## src/hdl/reog_pkg.sv

```systemverilog
/*
 Constants, types and timing for the rotary encoder output generator.
 Assumes a single 25 MHz clock and a 10-bit angle sampled on that clock.
*/
// Function
// PWM frame is always 1025 microseconds
// High time is position plus one microsecond
// Receiver scales high time by measured period
// Receiver measures both high and low time
// A leads B clockwise, B leads counterclockwise
// Step resolution 64 to 512, LSB drives pulse
// Direction 1 clockwise, refreshed every LSB change
// Index at zero, one to three steps wide
// Resolution and index width are user selectable
// Reversal holds outputs until moved back 2 LSB
// Hysteresis counted in full 10-bit steps
// Same direction: every position change shown immediately
// Unlock input active low, tie low if unused
// Outputs valid within 500 ns of unlock
// Direction valid within 500 ns of pulse edge
// Unlock high at power-up holds A, B, index high
// Angle sampled and outputs refreshed every 96 us
// Microsecond tick, 1025 ticks, load at frame start
package reog_pkg;

	////////////////////////////////////////////////////////////////////////////////
	// Clock and timing
	localparam int unsigned CLK_PERIOD_NS   = 40;
	localparam int unsigned TICK_NS         = 1000;
	localparam int unsigned TICK_CYC        = TICK_NS / CLK_PERIOD_NS;
	localparam int unsigned FRAME_US        = 1025;
	localparam int unsigned FRAME_TICKS     = FRAME_US * TICK_NS / TICK_NS;
	localparam int unsigned SAMPLE_US       = 96;
	localparam int unsigned SAMPLE_CYC      = SAMPLE_US * TICK_NS / CLK_PERIOD_NS;
	localparam int unsigned UNLOCK_MAX_NS   = 500;
	localparam int unsigned UNLOCK_MAX_CYC  = UNLOCK_MAX_NS / CLK_PERIOD_NS;
	localparam int unsigned DIR_VALID_NS    = 500;
	localparam int unsigned DIR_VALID_CYC   = DIR_VALID_NS / CLK_PERIOD_NS;

	////////////////////////////////////////////////////////////////////////////////
	// Position format
	localparam int unsigned ANGLE_W         = 10;
	localparam logic [ANGLE_W-1:0] HYST_LSB = 10'h002;
	localparam logic [ANGLE_W-1:0] POS_ZERO = 10'h000;
	localparam int unsigned SYNC_SETTLE     = 3;

	////////////////////////////////////////////////////////////////////////////////
	// Configuration
	typedef enum logic [1:0]
	{
		REOG_MODE_QUAD    = 2'h1,
		REOG_MODE_STEPDIR = 2'h2
	} reog_mode_e;

	// Resolution code: 0=64, 1=128, 2=256, 3=512
	typedef logic [1:0] reog_res_t;

	typedef struct packed
	{
		reog_mode_e mode;
		reog_res_t  res_sel;
		logic [1:0] index_width;
	} reog_cfg_s;

	typedef struct packed
	{
		logic a_or_pulse;
		logic b_or_dir;
		logic index;
	} reog_inc_s;

	localparam reog_inc_s INC_LOCKED = 3'h7;

	typedef enum logic [2:0]
	{
		ST_SETTLE = 3'h1,
		ST_LOCKED = 3'h2,
		ST_RUN    = 3'h4
	} reog_state_e;

endpackage

```

## src/hdl/reog_pwm_gen.sv

```systemverilog
/*
 Width-modulated absolute position output.
 Assumes i_pos is a stable registered position on the same clock.
*/
`timescale 1ns/1ns
module reog_pwm_gen
	import reog_pkg::*;
#(
	parameter int unsigned TICK_CYCLES  = TICK_CYC,
	parameter int unsigned FRAME_LEN    = FRAME_TICKS,
	parameter int unsigned POS_W        = ANGLE_W
)
(
	input  wire logic             i_clock,
	input  wire logic             i_srst,
	input  wire logic [POS_W-1:0] i_pos,
	output logic                  o_pwm
);

	localparam int unsigned CNT_W = $clog2(FRAME_LEN);
	localparam int unsigned PRE_W = $clog2(TICK_CYCLES);
	localparam logic [CNT_W-1:0] CNT_LAST = CNT_W'(FRAME_LEN - 1);
	localparam logic [PRE_W-1:0] PRE_LAST = PRE_W'(TICK_CYCLES - 1);

	// Frame must leave at least one low tick for the largest position
	if (FRAME_LEN <= (2 ** POS_W) || TICK_CYCLES < 2)
	begin : g_bad_cfg
		$error("reog_pwm_gen: frame or tick length cannot serve position width");
	end

	logic [PRE_W-1:0] pre_q;
	logic [CNT_W-1:0] cnt_q;
	logic [CNT_W-1:0] pos_q;
	logic             tick;

	assign tick = (pre_q == PRE_LAST);

	////////////////////////////////////////////////////////////////////////////////
	// Microsecond tick
	always_ff @(posedge i_clock)
	begin
		if (i_srst || tick)
			pre_q <= '0;
		else
			pre_q <= pre_q + 1'b1;
	end

	////////////////////////////////////////////////////////////////////////////////
	// Frame counter; position taken only at frame start so a frame never tears
	always_ff @(posedge i_clock)
	begin
		if (i_srst)
		begin
			cnt_q <= '0;
			pos_q <= '0;
		end
		else if (tick)
		begin
			if (cnt_q == CNT_LAST)
			begin
				cnt_q <= '0;
				pos_q <= CNT_W'(i_pos);
			end
			else
				cnt_q <= cnt_q + 1'b1;
		end
	end

	always_ff @(posedge i_clock)
	begin
		if (i_srst)
			o_pwm <= 1'b0;
		else
			o_pwm <= (cnt_q <= pos_q);
	end

endmodule // reog_pwm_gen

```

## src/hdl/reog_top.sv

```systemverilog
/*
 Output generator of a magnetic rotary encoder: sampling, hysteresis,
 quadrature or step/direction outputs, index, power-up lock and PWM.
 Assumes i_angle comes from the sensor core on i_clock; the unlock pin is
 asynchronous and is synchronised here.
*/
`timescale 1ns/1ns
module reog_top
	import reog_pkg::*;
#(
	parameter int unsigned SAMPLE_CYCLES = SAMPLE_CYC
)
(
	input  wire logic               i_clock,
	input  wire logic               i_srst,
	input  wire logic [ANGLE_W-1:0] i_angle,
	input  wire reog_cfg_s          i_cfg,
	input  wire logic               i_output_unlock_n,
	output logic                    o_pwm,
	output logic                    o_inc_a,
	output logic                    o_inc_b,
	output logic                    o_index,
	output logic                    o_locked
);

	localparam int unsigned SCNT_W = $clog2(SAMPLE_CYCLES);
	localparam logic [SCNT_W-1:0] SCNT_LAST = SCNT_W'(SAMPLE_CYCLES - 1);
	localparam logic [1:0] SETTLE_LAST = 2'(SYNC_SETTLE - 1);

	if (SAMPLE_CYCLES < 2 || ANGLE_W != 10)
	begin : g_bad_cfg
		$error("reog_top: sample period or angle width unsupported");
	end

	////////////////////////////////////////////////////////////////////////////////
	// Decoding shared by pulse and index logic

	// Position at the programmed resolution (64..512)
	function automatic logic [ANGLE_W-1:0] coarse_pos(input logic [ANGLE_W-1:0] pos, input reog_res_t res);
		logic [ANGLE_W-1:0] r;
		r = '0;
		case (res)
			2'h0:    r = pos >> 4;
			2'h1:    r = pos >> 3;
			2'h2:    r = pos >> 2;
			default: r = pos >> 1;
		endcase
		return r;
	endfunction

	// Index width in steps, zero treated as the default of one
	function automatic logic [ANGLE_W-1:0] index_steps(input logic [1:0] w);
		logic [ANGLE_W-1:0] r;
		r = '0;
		if (w == 2'h0)
			r = 10'h001;
		else
			r = ANGLE_W'(w);
		return r;
	endfunction

	////////////////////////////////////////////////////////////////////////////////
	// Unlock pin synchroniser: a level counts once stages two and three agree
	logic sync1_q;
	logic sync2_q;
	logic sync3_q;
	logic unlock_lvl_q;

	always_ff @(posedge i_clock)
	begin
		if (i_srst)
		begin
			sync1_q <= 1'b1;
			sync2_q <= 1'b1;
			sync3_q <= 1'b1;
		end
		else
		begin
			sync1_q <= i_output_unlock_n;
			sync2_q <= sync1_q;
			sync3_q <= sync2_q;
		end
	end

	// Defaults high, like the pin's pull-up
	always_ff @(posedge i_clock)
	begin
		if (i_srst)
			unlock_lvl_q <= 1'b1;
		else if (sync2_q == sync3_q)
			unlock_lvl_q <= sync3_q;
	end

	////////////////////////////////////////////////////////////////////////////////
	// Power-up lock
	reog_state_e state_q;
	logic [1:0]  settle_q;

	always_ff @(posedge i_clock)
	begin
		if (i_srst)
			settle_q <= '0;
		else if (state_q == ST_SETTLE && settle_q != SETTLE_LAST)
			settle_q <= settle_q + 1'b1;
	end

	// Pin level is caught three cycles after release, while unlock_lvl_q still holds its reset high
	always_ff @(posedge i_clock)
	begin
		if (i_srst)
			state_q <= ST_SETTLE;
		else
		begin
			case (state_q)
				ST_SETTLE:
				begin
					if (settle_q == SETTLE_LAST)
					begin
						if (unlock_lvl_q)
							state_q <= ST_LOCKED;
						else
							state_q <= ST_RUN;
					end
				end
				ST_LOCKED:
				begin
					if (!unlock_lvl_q)
						state_q <= ST_RUN;
				end
				ST_RUN:
					state_q <= ST_RUN;
				default:
					state_q <= ST_SETTLE;
			endcase
		end
	end

	////////////////////////////////////////////////////////////////////////////////
	// Sampling timebase
	logic [SCNT_W-1:0]  smp_cnt_q;
	logic               smp_stb;
	logic [ANGLE_W-1:0] smp_q;
	logic               smp_seen_q;

	assign smp_stb = (smp_cnt_q == SCNT_LAST);

	always_ff @(posedge i_clock)
	begin
		if (i_srst || smp_stb)
			smp_cnt_q <= '0;
		else
			smp_cnt_q <= smp_cnt_q + 1'b1;
	end

	always_ff @(posedge i_clock)
	begin
		if (i_srst)
			smp_q <= POS_ZERO;
		else if (smp_stb)
			smp_q <= i_angle;
	end

	always_ff @(posedge i_clock)
	begin
		if (i_srst)
			smp_seen_q <= 1'b0;
		else if (smp_stb)
			smp_seen_q <= 1'b1;
	end

	////////////////////////////////////////////////////////////////////////////////
	// Hysteresis on direction reversal, always in full 10-bit steps
	logic [ANGLE_W-1:0] trk_q;
	logic               trk_cw_q;
	logic [ANGLE_W-1:0] diff;
	logic [ANGLE_W-1:0] mag;
	logic               fwd;
	logic               bwd;
	logic               accept;

	always_comb
	begin
		diff   = smp_q - trk_q;
		fwd    = (diff != POS_ZERO) && !diff[ANGLE_W-1];
		bwd    = diff[ANGLE_W-1];
		mag    = bwd ? (POS_ZERO - diff) : diff;
		accept = (fwd && trk_cw_q) || (bwd && !trk_cw_q);
		if ((fwd || bwd) && mag >= HYST_LSB)
			accept = 1'b1;
	end

	// Runs one cycle after each sample is latched
	logic eval_q;

	always_ff @(posedge i_clock)
	begin
		if (i_srst)
			eval_q <= 1'b0;
		else
			eval_q <= smp_stb;
	end

	always_ff @(posedge i_clock)
	begin
		if (i_srst)
		begin
			trk_q    <= POS_ZERO;
			trk_cw_q <= 1'b1;
		end
		else if (eval_q && accept)
		begin
			trk_q    <= smp_q;
			trk_cw_q <= fwd;
		end
	end

	////////////////////////////////////////////////////////////////////////////////
	// Output position walks one fine step per clock toward the tracked value,
	// so a large jump between samples still yields every edge in order
	logic [ANGLE_W-1:0] opos_q;
	logic               odir_q;
	logic [ANGLE_W-1:0] walk;

	assign walk = trk_q - opos_q;

	always_ff @(posedge i_clock)
	begin
		if (i_srst)
		begin
			opos_q <= POS_ZERO;
			odir_q <= 1'b1;
		end
		else if (walk != POS_ZERO)
		begin
			if (walk[ANGLE_W-1])
			begin
				opos_q <= opos_q - 1'b1;
				odir_q <= 1'b0;
			end
			else
			begin
				opos_q <= opos_q + 1'b1;
				odir_q <= 1'b1;
			end
		end
	end

	////////////////////////////////////////////////////////////////////////////////
	// Incremental pin encoding
	reog_inc_s          inc_d;
	reog_inc_s          inc_q;
	logic [ANGLE_W-1:0] cpos;

	always_comb
	begin
		cpos        = coarse_pos(opos_q, i_cfg.res_sel);
		inc_d.index = (cpos < index_steps(i_cfg.index_width));
		case (i_cfg.mode)
			REOG_MODE_STEPDIR:
			begin
				inc_d.a_or_pulse = cpos[0];
				// Direction changes with the first fine step of a reversal, never after the pulse edge
				inc_d.b_or_dir   = odir_q;
			end
			default:
			begin
				inc_d.a_or_pulse = cpos[1] ^ cpos[0];
				inc_d.b_or_dir   = cpos[1];
			end
		endcase
		if (state_q != ST_RUN || !smp_seen_q)
			inc_d = INC_LOCKED;
	end

	always_ff @(posedge i_clock)
	begin
		if (i_srst)
			inc_q <= INC_LOCKED;
		else
			inc_q <= inc_d;
	end

	assign o_inc_a = inc_q.a_or_pulse;
	assign o_inc_b = inc_q.b_or_dir;
	assign o_index = inc_q.index;

	always_ff @(posedge i_clock)
	begin
		if (i_srst)
			o_locked <= 1'b1;
		else
			o_locked <= (state_q != ST_RUN) || !smp_seen_q;
	end

	////////////////////////////////////////////////////////////////////////////////
	// Absolute PWM output, free of hysteresis
	reog_pwm_gen #(
		.TICK_CYCLES (TICK_CYC),
		.FRAME_LEN   (FRAME_TICKS),
		.POS_W       (ANGLE_W)
	) u_pwm (
		.i_clock (i_clock),
		.i_srst  (i_srst),
		.i_pos   (smp_q),
		.o_pwm   (o_pwm)
	);

endmodule // reog_top

```

## config.mk

```make
export PLATFORM = sky130hd
export DESIGN_NAME = reog_top
export DESIGN_NICKNAME = d
export VERILOG_FILES = /design/src/hdl/reog_pkg.sv /design/src/hdl/reog_pwm_gen.sv /design/src/hdl/reog_top.sv
export SDC_FILE = /design/constraint.sdc
export NUM_CORES = 1
export LEC_CHECK = 0
export BUFFER_PORTS_ARGS = -buffer_cell sky130_fd_sc_hd__buf_4
export CAP_MARGIN = 15
export CELL_PAD_IN_SITES_DETAIL_PLACEMENT = 1
export CELL_PAD_IN_SITES_GLOBAL_PLACEMENT = 1
export CORE_ASPECT_RATIO = 0.75
export CORE_UTILIZATION = 40
export CTS_CLUSTER_DIAMETER = 50
export DETAILED_ROUTE_END_ITERATION = 12
export MAX_ROUTING_LAYER = met4
export PLACE_DENSITY = 0.76
export SETUP_SLACK_MARGIN = 0.02
export SLEW_MARGIN = 20
export SYNTH_ARGS = -nofsm -noshare
export SYNTH_HDL_FRONTEND = slang
export SYNTH_HIERARCHICAL = 1
export SYNTH_SLANG_ARGS = --single-unit
```

## constraint.sdc

```tcl
create_clock -name i_clock -period 7.05 [get_ports i_clock]
set_input_delay 1.41 -clock i_clock [delete_from_list [all_inputs] [get_ports i_clock]]
set_output_delay 1.41 -clock i_clock [all_outputs]
set_load 0.05 [all_outputs]
```

Word-level counts from Yosys, hierarchy flattened
Cells that the tools add are included.
{ "word_totals": {"ff_bits": 86, "inputBits": 19} }
{ "classes": {"n_addsub": 9, "n_lt_le_gt_ge": 3, "n_eq_ne": 15, "n_mux": 12, "n_bitwise": 1, "reduce_logical": 21} }
{ "op_table": {"columns": ["operator", "n"], "rows": [
  ["$pmux 9 s3", 1],
  ["$mux 10", 2],
  ["$reduce_bool 10->1", 2],
  ["$sub 10x10->10", 2],
  ["$add 12x1->12 const B", 1],
  ["$eq 12x12->1 const B", 1],
  ["$add 11x1->11 const B", 1],
  ["$eq 11x11->1 const B", 1],
  ["$le 11x10->1", 1],
  ["$mux 11", 1],
  ["$add 10x1->10 const B", 1],
  ["$ge 10x2->1 const B", 1],
  ["$lt 10x10->1", 1],
  ["$sub 1x10->10 const A", 1],
  ["$sub 10x1->10 const B", 1],
  ["$mux 3", 3],
  ["$pmux 3 s3", 1],
  ["$eq 2x2->1 const B", 3],
  ["$logic_and 1x1->1", 6],
  ["$add 5x1->5 const B", 1],
  ["$eq 5x5->1 const B", 1],
  ["$logic_or 1x1->1", 5],
  ["$logic_not 2->1", 2],
  ["$mux 2", 2],
  ["other kinds (14)", 19]
]} }

Depth between registers and ports, before layout
Gate-level depths: netlist of run 1.
{ "depth": {"depth_word": 7, "depth_mapped": 18} }

Cells and area by module
Netlist of run 1, hierarchy kept.
{ "modules_own_cells": {"columns": ["mod", "instances", "cells_per_inst", "area_per_inst_um2"], "rows": [
  ["reog_top", 1, 445, 4026.4],
  ["reog_pwm_gen", 1, 154, 1416.4]
]} }

Least setup slack after synthesis of run 1
Ideal clock, no wire load.
{ "synth_timing": {"path_type": "flip-flop to flip-flop", "startpoint": "register opos_q[1]", "endpoint": "register opos_q[9]", "arrival_ns": 3.796, "required_ns": 6.921, "path_slack_ns": 3.126, "stages_incl_launch_ff": 19, "path_buffers": 0, "period_less_slack_ns": 3.924, "cell_sequence": "dfxtp_1 > inv_1 > ha_1 > nor2b_1 > o21ai_1 > a21boi_1 > o21ai_1 > a21oi_1 > o211ai_2 > ha_1 > a21o_1 > a21oi_1 > nor2b_1 > o21a_1 > o41a_1 > a31o_2 > nor4b_1 > a211oi_1 > nand3_1"} }
{ "synth_between": {"elab_chain_cells": 2, "word_cells_on_any_way": 5, "classes_between": "add/sub: 3; mux: 1; reduce/logical: 1"} }
{ "synth_rtl": {"columns": ["element", "line_no", "rtl"], "rows": [
  ["from (decl)", "reog_top.sv:220", "logic [ANGLE_W-1:0] opos_q;"],
  ["from (signal assigned)", "reog_top.sv:237", "opos_q <= opos_q - 1'b1;"],
  ["from (signal assigned)", "reog_top.sv:242", "opos_q <= opos_q + 1'b1;"],
  ["$sub 10x10->10, or another cell as far along", "reog_top.sv:224", "assign walk = trk_q - opos_q;"],
  ["$reduce_bool 10->1 / $mux 10 (equally long branches)", "reog_top.sv:233, reog_top.sv:235", null]
]} }
Parallel ways exist; a longest one is shown, timed or not.
A chain may end at the register's enable or synchronous reset.

Worst setup path in the final report of run 1
Ends and elaborated chain as after synthesis.

==> flow_summary.yaml, run 1 <==
timing:
  finalCritPeriodShare: 0.661
  setup_tns_ps: 0
  slew_violations: 0
  finalHoldViolCount: 0
  tightest_slew_ps: 1010
  fin_skew_ps: 8.17
  min_period_ps: 4660
  rsz0062_at_grt: "no"
  relSlewSlack: 0.322
  setup_viol: 0
  fmax_mhz: 215
clock_network:
  htreeDepth: 3
  cts.sinks: 86
  clk_latency_ps: 350
  postCtsSetupBuffers: 0
  cts_tree: "built"
  cts_buffers: 9
  clk_pin_slew_ps: 60
  cts_root_buf: "clkbuf_16"
  clockBufferDepth: 2
  cts_hold_repair.buffers: 0
  postCtsResizedCells: 0
place:
  portBuffers: 23
  dp_hpwl_um: 9690
  post-place-cells: 776
  place_congestion: 0.849
routing:
  via_per_inst: 5.37
  wl_met2_um: 5990
  first_pass_iters: 4
  vias: 4256
  postRouteWirelength_um: 12900
  route.met3.wl_um: 400
  met1Wirelength_um: 6330
  ant_nets: 0
  routed.top_layer: "met4"
  wl_per_cell_um: 16.3
  drt_iter0_drc: 242
  drc_errors: 0
cells_and_area:
  areaGrowthSynthToFinish_pct: 10.3
  layout-drive-gt1-share: 0.153
  final_cell_mix: "86 x dfxtp_1, 69 x nor2_1, 50 x inv_1, 44 x ha_1, 39 x mux2i_1"
  antennaDiodeCount: 0
  nNetsFinal: 682
  instances_no_fill: 792
  layout_commonest_cell: "dfxtp_1"
synthesis:
  yosys.area_share.simple: 0.226
  synth_area_um2: 5440
  syn-num-nets: 665
  synth_compound_area_frac: 0.131
  synth_ff_type: "dfxtp_1"
  synth_edf_count: 0
  synthMuxAreaShare: 0.0828
  synth_top_family_by_area: "simple AND/OR/NAND/NOR gates"
  yosysWarningCount: 6
  synthXorXnorAreaFrac: 0.0722
  synth_cells: 599
  async_reset_ff_frac: 0
  synthAdderAreaFrac: 0.112
  synth_seq_cells: 86
  synth.distinct_cells: 87
  avgSynthCellArea_um2: 9.09
  yosysSeqAreaShare: 0.316
global_route:
  grt_pass1_vias: 4335
  grt_max_degree: 82
  grt_pass1_wl_um: 21700
  grt_use_total: 0.204
  grt_overflow_total: 0
  antenna_found_initial: 0
setup_path:
  slowest_stage: "o211ai_2"
  end_kind: "flop"
  critPathMaxStageDelay_ps: 660
  cpLargestDelayFamily: "compound AO/OA/AOI/OAI gates"
  path_max_fanout: 16
  required_ps: 7270
  cp_cell_sequence: "inv_1 > ha_1 > nor2b_1 > o21ai_1 > a21boi_1 > o21ai_1 > a21oi_1 > o211ai_2 > ha_1 > a21o_1 > a21oi_1 > nor2b_1 > o21a_1 > o41a_1 > a31o_2 > nor4b_1 > a211oi_1 > nand3_1"
  worstPathArrival_ps: 4880
  worstPathBufferInverterCount: 1
  start_kind: "flop"
  crit_type: "reg -> reg"
pwr:
  vdd_drop_max_v: 0.000186
  leakage_uw: 0.00248
  power_density_nw_per_um2: 275
floorplanning:
  initial_core_util: 0.415
  fp.coreArea_um2: 13100
  fp-row-count: 36
  die_area_um2: 14100
  die-width_um: 137
  die_y_um: 103
  pin_count: 24
outcome:
  status: "completed"
flow_run:
  drv_cap: 0
worst_hold_path:
  hold_path.class: "reg -> reg"
==> cell families after synthesis <==
family,Yosys count
xor+xnor,44
fa+ha+maj,47
simple gates,217
buf+inv,70
compound gates,93
mux,42
flops,86
==> per-layer routing <==
metal / vias up / global-route usage
met2: 50 / 0.329
met3: 16 / 0.0418
met4: 0 / 0.0564
li1: 2128 / -
met1: 2062 / 0.259
met5: - / -
==> where the power goes <==
group / internal, uW / switching, uW
clock: 250 / 210
sequential: 525 / 45.7
combinational: 287 / 334
==> metrics by stage <==
| stage | hold WS [ps] | cell area (um^2) | power (uW) | utilization | worst slack, ps |
|---|---|---|---|---|---|
| 6_report | 428 | 6000 | 1650 | 0.458 | 2390 |
| 5_1_grt | 462 | 6000 | 1770 | 0.458 | 2010 |
| 4_1_cts | 430 | 6000 | 1670 | 0.458 | 2420 |
| 3_5_place_dp | 400 | 5720 | 1200 | 0.436 | 2450 |
| 3_3_place_gp | 399 | 5720 | 1160 | 0.436 | 2720 |
| 2_1_floorplan | 389 | 5440 | 1060 | - | 3130 |
==> layout make-up <==
class,count,area (um^2)
clock inverter,6,43.8
inverter,52,195
multi-input combinational,443,3410
sequential,86,1720
clock buffer,10,239
tap,171,214
fill,1513,7110
timing repair buffer,24,180
==> worst reg2reg max path: cells and delay by family (launching register included) <==
family          cells  cell delay, ps
fa+ha+maj           2             630
compound gates     11            2860
buf+inv             1              80
simple gates        4             440
flops               1             510
==> Yosys cell counts, types with 4 or more instances <==
cell / count / area, um^2
clkbuf_1: 6 / 22.5
xnor2_1: 17 / 149
nand2b_1: 6 / 37.5
o21ai_1: 7 / 35.0
nor2_1: 69 / 259
xor2_1: 26 / 228
nand4_1: 7 / 43.8
ha_1: 44 / 551
mux2i_1: 39 / 390
nor4_1: 6 / 37.5
or2_2: 7 / 43.8
nor4b_1: 4 / 35.0
nand2_1: 23 / 86.3
a21boi_1: 4 / 30.0
or3_1: 4 / 25.0
dfxtp_1: 86 / 1720
nor3_1: 15 / 75.1
or2b_2: 17 / 149
nand3_1: 18 / 90.1
and3_1: 9 / 56.3
inv_1: 50 / 188
o21ai_0: 9 / 45.0
a21oi_1: 22 / 110
a21o_1: 8 / 60.1
nor2b_1: 5 / 31.3
==> state kept, by name (all words and copies together) (netlist names), 2 cells and up <==
| register | count |
|---|---|
| opos_q | 10 |
| settle_q | 2 |
| smp_cnt_q | 12 |
| smp_q | 10 |
| state_q | 3 |
| trk_q | 10 |
| u_pwm/cnt_q | 11 |
| u_pwm/pos_q | 10 |
| u_pwm/pre_q | 5 |
==> worst paths after layout <==
| path | cells past startpoint | from | slack [ps] | to |
|---|---|---|---|---|
| worst min register to register | 1 | sync1_q$_SDFF_PP1_ | 430 | sync2_q$_SDFF_PP1_ |
| worst min-delay path | 1 | sync1_q$_SDFF_PP1_ | 430 | sync2_q$_SDFF_PP1_ |
| worst max-delay path | 18 | opos_q[1]$_SDFFE_PP0P_ | 2390 | opos_q[9]$_SDFFE_PP0P_ |
| worst max register to register | 18 | opos_q[1]$_SDFFE_PP0P_ | 2390 | opos_q[9]$_SDFFE_PP0P_ |
(Power assumes the default switching activity.)
==> run 2: changes to the inputs <==
--- a/config.mk
+++ b/config.mk
@@ -14,7 +14,7 @@
 export CTS_CLUSTER_DIAMETER = 50
 export DETAILED_ROUTE_END_ITERATION = 12
 export MAX_ROUTING_LAYER = met4
-export PLACE_DENSITY = 0.76
+export PLACE_DENSITY = 0.79
 export SETUP_SLACK_MARGIN = 0.02
 export SLEW_MARGIN = 20
 export SYNTH_ARGS = -nofsm -noshare
==> constraint.sdc (replaced) <==
create_clock -name i_clock -period 4 [get_ports i_clock]
set_input_delay 0.8 -clock i_clock [delete_from_list [all_inputs] [get_ports i_clock]]
set_output_delay 0.8 -clock i_clock [all_outputs]
set_load 0.05 [all_outputs]
==> run 2 against run 1 <==
Critical path depth decreased by 1. Largest power group unchanged. Critical endpoint unchanged. Highest routed layer unchanged. Sequential cell count unchanged. Die area unchanged. Combinational power increased by 88%.
==> flow_summary.yaml, run 2 (synthesis results as in run 1) <==
pwr:
  power_frac_clock: 0.289
  p_int_uw: 1980
  swShare: 0.351
  p_seq_frac: 0.327
  vdd_drop_max_v: 0.000223
  p_sw_uw: 1070
  p_comb_frac: 0.384
  power_density_nw_per_um2: 500
  leakage_uw: 0.00253
cells_and_area:
  n_fill_cell: 1519
  final_cell_area_um2: 6110
  layout_commonest_cell: "dfxtp_1"
  final_cell_mix: "85 x dfxtp_1, 69 x nor2_1, 50 x inv_1, 44 x ha_1, 39 x mux2i_1"
  areaGrowthSynthToFinish_pct: 12.3
  layout-drive-gt1-share: 0.170
  reg_top3: "smp_cnt_q (12), u_pwm/cnt_q (11)"
  nNetsFinal: 689
  regMostFlops: "smp_cnt_q"
  instances_no_fill: 799
  largest_reg_flops: 12
  antennaDiodeCount: 0
global_route:
  antenna_found_initial: 0
  grt_use_total: 0.201
  grt_max_degree: 82
  grt_pass1_wl_um: 21300
  grt_overflow_total: 0
  grt_pass1_vias: 4397
setup_path:
  crit_top_cell: "ha_1"
  start_kind: "flop"
  worstPathBufferInverterCount: 1
  required_ps: 4220
  cpLargestDelayFamily: "compound AO/OA/AOI/OAI gates"
  slowest_stage: "dfxtp_1"
  critPathMaxStageDelay_ps: 390
  path_max_fanout: 4
  crit_type: "reg -> reg"
  end_kind: "flop"
  cp_cell_sequence: "inv_1 > ha_1 > o21ai_1 > a21boi_2 > o21ai_2 > a211o_1 > o211ai_2 > ha_1 > a21o_1 > a21oi_2 > nor2b_1 > o21a_1 > o41a_1 > a31o_2 > and4b_1 > a211oi_1 > nand3_1"
  worstPathArrival_ps: 3980
floorplanning:
  fp.coreArea_um2: 13100
  initial_core_util: 0.415
  fp-row-count: 36
  die-width_um: 137
  die_area_um2: 14100
  pin_count: 24
  die_y_um: 103
timing:
  min_period_ps: 3760
  fin_skew_ps: 6.61
  finalCritPeriodShare: 0.939
  layout_setup_ws_ps: 245
  tightest_slew_ps: 933
  relSlewSlack: 0.376
  fin_hold_ws_ps: 426
  finalHoldViolCount: 0
  fmax_mhz: 266
  setup_viol: 0
  slew_violations: 0
  rsz0062_at_grt: "no"
place:
  dp_worst_setup_slack_ps: -54.3
  dp_hpwl_um: 9340
  placed_cell_area_um2: 5740
  portBuffers: 23
  post-place-cells: 779
  place_congestion: 0.873
routing:
  via_per_inst: 5.35
  drt_iter0_drc: 136
  first_pass_iters: 4
  drc_errors: 0
  vias: 4275
  postRouteWirelength_um: 12700
  ant_nets: 0
  wl_per_cell_um: 15.9
clock_network:
  clk_latency_ps: 350
  cts_tree: "built"
  cts.sinks: 86
  clk_pin_slew_ps: 70
  clockBufferDepth: 2
  htreeDepth: 3
  cts_root_buf: "clkbuf_16"
  cts_buffers: 9
worst_hold_path:
  hold_path.class: "reg -> reg"
flow_run:
  drv_cap: 0
outcome:
  status: "completed"
[run 2: cell types whose count changed in the layout (fill, tap and decap cells not counted), sizes merged]
cell,change
buf,+7
clkinv,-2
inv,+2
bufinv,+1
clkbuf,-1
[run 2: path summary, 6_finish.rpt]
| path | from | endpoint | slack [ps] | cells past startpoint |
|---|---|---|---|---|
| setup / recovery | opos_q[2]$_SDFFE_PP0P_ | opos_q[9]$_SDFFE_PP0P_ | 240 | 17 |
| hold / removal | sync1_q$_SDFF_PP1_ | sync2_q$_SDFF_PP1_ | 430 | 1 |
| setup reg to reg | opos_q[2]$_SDFFE_PP0P_ | opos_q[9]$_SDFFE_PP0P_ | 240 | 17 |
| hold reg to reg | sync1_q$_SDFF_PP1_ | sync2_q$_SDFF_PP1_ | 430 | 1 |
[run 2: what timing repair did]
| item | in CTS | in global routing |
|---|---|---|
| gates resized for setup | 2 | 5 |
| hold buffers | 0 | 0 |
| setup buffers | 0 | 4 |
| endpoints found under the setup margin | 1 | 1 |
| pin swaps | 0 | 3 |
[run 2: metal layers]
metal  wire length [um]  track usage  vias to the layer above  part of all wire
met5                  0            -                        -                 0
met4                164       0.0538                        0             0.013
met3                294       0.0408                       12             0.023
met2               6000        0.341                       36              0.47
met1               6210        0.243                     2078              0.49
li1                   -            -                     2149                 -
[run 2: final cells by class]
class                           instances  area, um^2  area share
Multi-Input combinational cell        443        3440       0.562
Sequential cell                        86        1720       0.282
Timing Repair Buffer                   31         236      0.0387
Clock buffer                            9         225      0.0369
Tap cell                              171         214      0.0350
Inverter                               52         195      0.0319
Clock inverter                          7        80.1      0.0131
[run 2: power groups by stage]
stage          sequential, uW  clock [uW]  combinational, uW
2_1_floorplan            1000           0                866
5_1_grt                  1010         944               1320
3_5_place_dp             1020           0               1100
6_report                  999         882               1170
3_3_place_gp             1010           0               1050
4_1_cts                   999         909               1120
[run 2: per-stage QoR]
step / setup TNS (ps) / power (uW) / utilization
detailed placement: -54.3 / 2120 / 0.438
global placement: 0 / 2060 / 0.438
CTS: 0 / 3030 / 0.462
floorplan: 0 / 1870 / -
finish: 0 / 3050 / 0.466
global route: 0 / 3280 / 0.466
==> run 3: changes to the inputs <==
--- a/config.mk
+++ b/config.mk
@@ -5,11 +5,12 @@
 export SDC_FILE = /design/constraint.sdc
 export NUM_CORES = 1
 export LEC_CHECK = 0
+export ABC_CLOCK_PERIOD_IN_PS = 4000
 export BUFFER_PORTS_ARGS = -buffer_cell sky130_fd_sc_hd__buf_4
 export CAP_MARGIN = 15
 export CELL_PAD_IN_SITES_DETAIL_PLACEMENT = 1
 export CELL_PAD_IN_SITES_GLOBAL_PLACEMENT = 1
-export CORE_ASPECT_RATIO = 0.75
+export CORE_ASPECT_RATIO = 2
 export CORE_UTILIZATION = 40
 export CTS_CLUSTER_DIAMETER = 50
 export DETAILED_ROUTE_END_ITERATION = 12
==> run 3 against run 2 <==
Clock-buffer cell count stayed put. Clock power is 4.4% lower. Die area is 0.16% higher. Routed wire length is 13% higher. Via count is 3.5% higher. Critical endpoint unchanged.
==> flow_summary.yaml, run 3 (synthesis results as in run 1) <==
clock_network:
  htreeDepth: 3
  clk_pin_slew_ps: 70
  cts_root_buf: "clkbuf_16"
  cts_hold_repair.buffers: 0
  clockBufferDepth: 2
  cts.sinks: 86
  cts_tree: "built"
  clk_latency_ps: 350
  cts_buffers: 9
floorplanning:
  initial_core_util: 0.407
  pin_count: 24
  die_area_um2: 14100
  fp.coreArea_um2: 13400
  die_y_um: 167
  die-width_um: 84.5
  fp-row-count: 60
place:
  post-place-cells: 766
  dp_worst_setup_slack_ps: 18.1
  portBuffers: 23
  dp_hpwl_um: 11000
  place_congestion: 0.835
routing:
  wl_per_cell_um: 18.3
  first_pass_iters: 4
  via_per_inst: 5.66
  drt_iter0_drc: 126
  drc_errors: 0
  ant_nets: 0
  vias: 4423
  postRouteWirelength_um: 14300
setup_path:
  crit_type: "reg -> reg"
  required_ps: 4230
  start_kind: "flop"
  path_max_fanout: 4
  worstPathArrival_ps: 4010
  end_kind: "flop"
cells_and_area:
  instances_no_fill: 782
  multi_input_area_um2: 3450
  n_fill_cell: 1589
  nNetsFinal: 688
  layout-drive-gt1-share: 0.171
  areaGrowthSynthToFinish_pct: 11.8
  reg_top3: "smp_cnt_q (12), u_pwm/cnt_q (11)"
  largest_reg_flops: 12
  layout_commonest_cell: "dfxtp_1"
  final_cell_mix: "86 x dfxtp_1, 69 x nor2_1, 50 x inv_1, 43 x ha_1, 39 x mux2i_1"
  seq_area_um2: 1720
  antennaDiodeCount: 0
  regMostFlops: "smp_cnt_q"
timing:
  fin_skew_ps: 13.2
  tightest_slew_ps: 795
  min_period_ps: 3780
  slew_violations: 0
  finalHoldViolCount: 0
  layout_setup_ws_ps: 218
  relSlewSlack: 0.470
  fmax_mhz: 264
  fin_hold_ws_ps: 414
  finalCritPeriodShare: 0.946
  setup_viol: 0
pwr:
  p_sw_uw: 1130
  power_frac_clock: 0.278
  power_density_nw_per_um2: 498
  vdd_drop_max_v: 0.000518
  p_seq_frac: 0.328
  p_int_uw: 1910
  p_comb_frac: 0.394
  leakage_uw: 0.00253
  swShare: 0.372
outcome:
  status: "completed"
global_route:
  grt_pass1_wl_um: 23700
  grt_pass1_vias: 4999
  grt_use_total: 0.221
  grt_max_degree: 82
  grt_overflow_total: 0
  antenna_found_initial: 0
flow_run:
  drv_cap: 0
worst_hold_path:
  hold_path.class: "reg -> reg"
==> run 3: what timing repair did <==
| action | 4_1_cts | 5_1_grt |
|---|---|---|
| pin swaps | 0 | 2 |
| gates cloned | 0 | 0 |
| gates resized for setup | 1 | 6 |
| buffers inserted | 0 | 0 |
| setup endpoints to repair | 1 | 2 |
==> run 3: worst paths after layout <==
kind	start	endpoint	slack, ps	cells after the start
setup / recovery	opos_q[8]$_SDFFE_PP0P_	opos_q[9]$_SDFFE_PP0P_	220	15
hold / removal	sync1_q$_SDFF_PP1_	sync2_q$_SDFF_PP1_	410	1
setup reg to reg	opos_q[8]$_SDFFE_PP0P_	opos_q[9]$_SDFFE_PP0P_	220	15
hold reg to reg	sync1_q$_SDFF_PP1_	sync2_q$_SDFF_PP1_	410	1
==> run 3: area by class of cell <==
class | count | area share
inverters | 52 | 0.0321
multi-input cells | 443 | 0.567
clock inverters | 7 | 0.0121
repair buffers | 30 | 0.0370
clock buffers | 9 | 0.0370
well taps | 155 | 0.0319
flip-flops and latches | 86 | 0.283
==> run 3: routing by layer <==
| layer | vias up | routed length, um | global-route usage |
|---|---|---|---|
| li1 | 2135 | - | - |
| met1 | 2162 | 4610 | 0.178 |
| met2 | 76 | 8430 | 0.437 |
| met3 | 50 | 316 | 0.0401 |
| met4 | 0 | 929 | 0.143 |
| met5 | - | 0 | - |
==> run 3: power by group through the flow <==
stage | combinational [uW] | clock, uW | sequential [uW]
after CTS | 1170 | 868 | 996
after global placement | 1090 | 0 | 1010
after detailed placement | 1160 | 0 | 1020
after floorplan | 866 | 0 | 1000
after global routing | 1320 | 892 | 1010
final | 1200 | 843 | 996
==> run 3: through the flow <==
step	area, um^2	setup TNS [ps]	util	total power [uW]
global route	6090	-0.640	0.456	3220
finish	6090	0	0.456	3030
global placement	5740	0	0.430	2100
floorplan	5440	0	-	1870
detailed placement	5740	0	0.430	2170
CTS	6050	0	0.453	3030
==> run 3: critical path, stage by stage (launching register included) <==
cell and delay, ps:
dfxtp_1 380, inv_1 60, ha_1 340, and3_1 220, a2111oi_4 370, o211ai_2 200, ha_1 310, a21o_1 200
a21oi_2 190, nor2b_1 70, o21a_1 180, o41a_1 350, a31o_2 290, and4b_1 190, a211oi_1 230, nand3_1 90
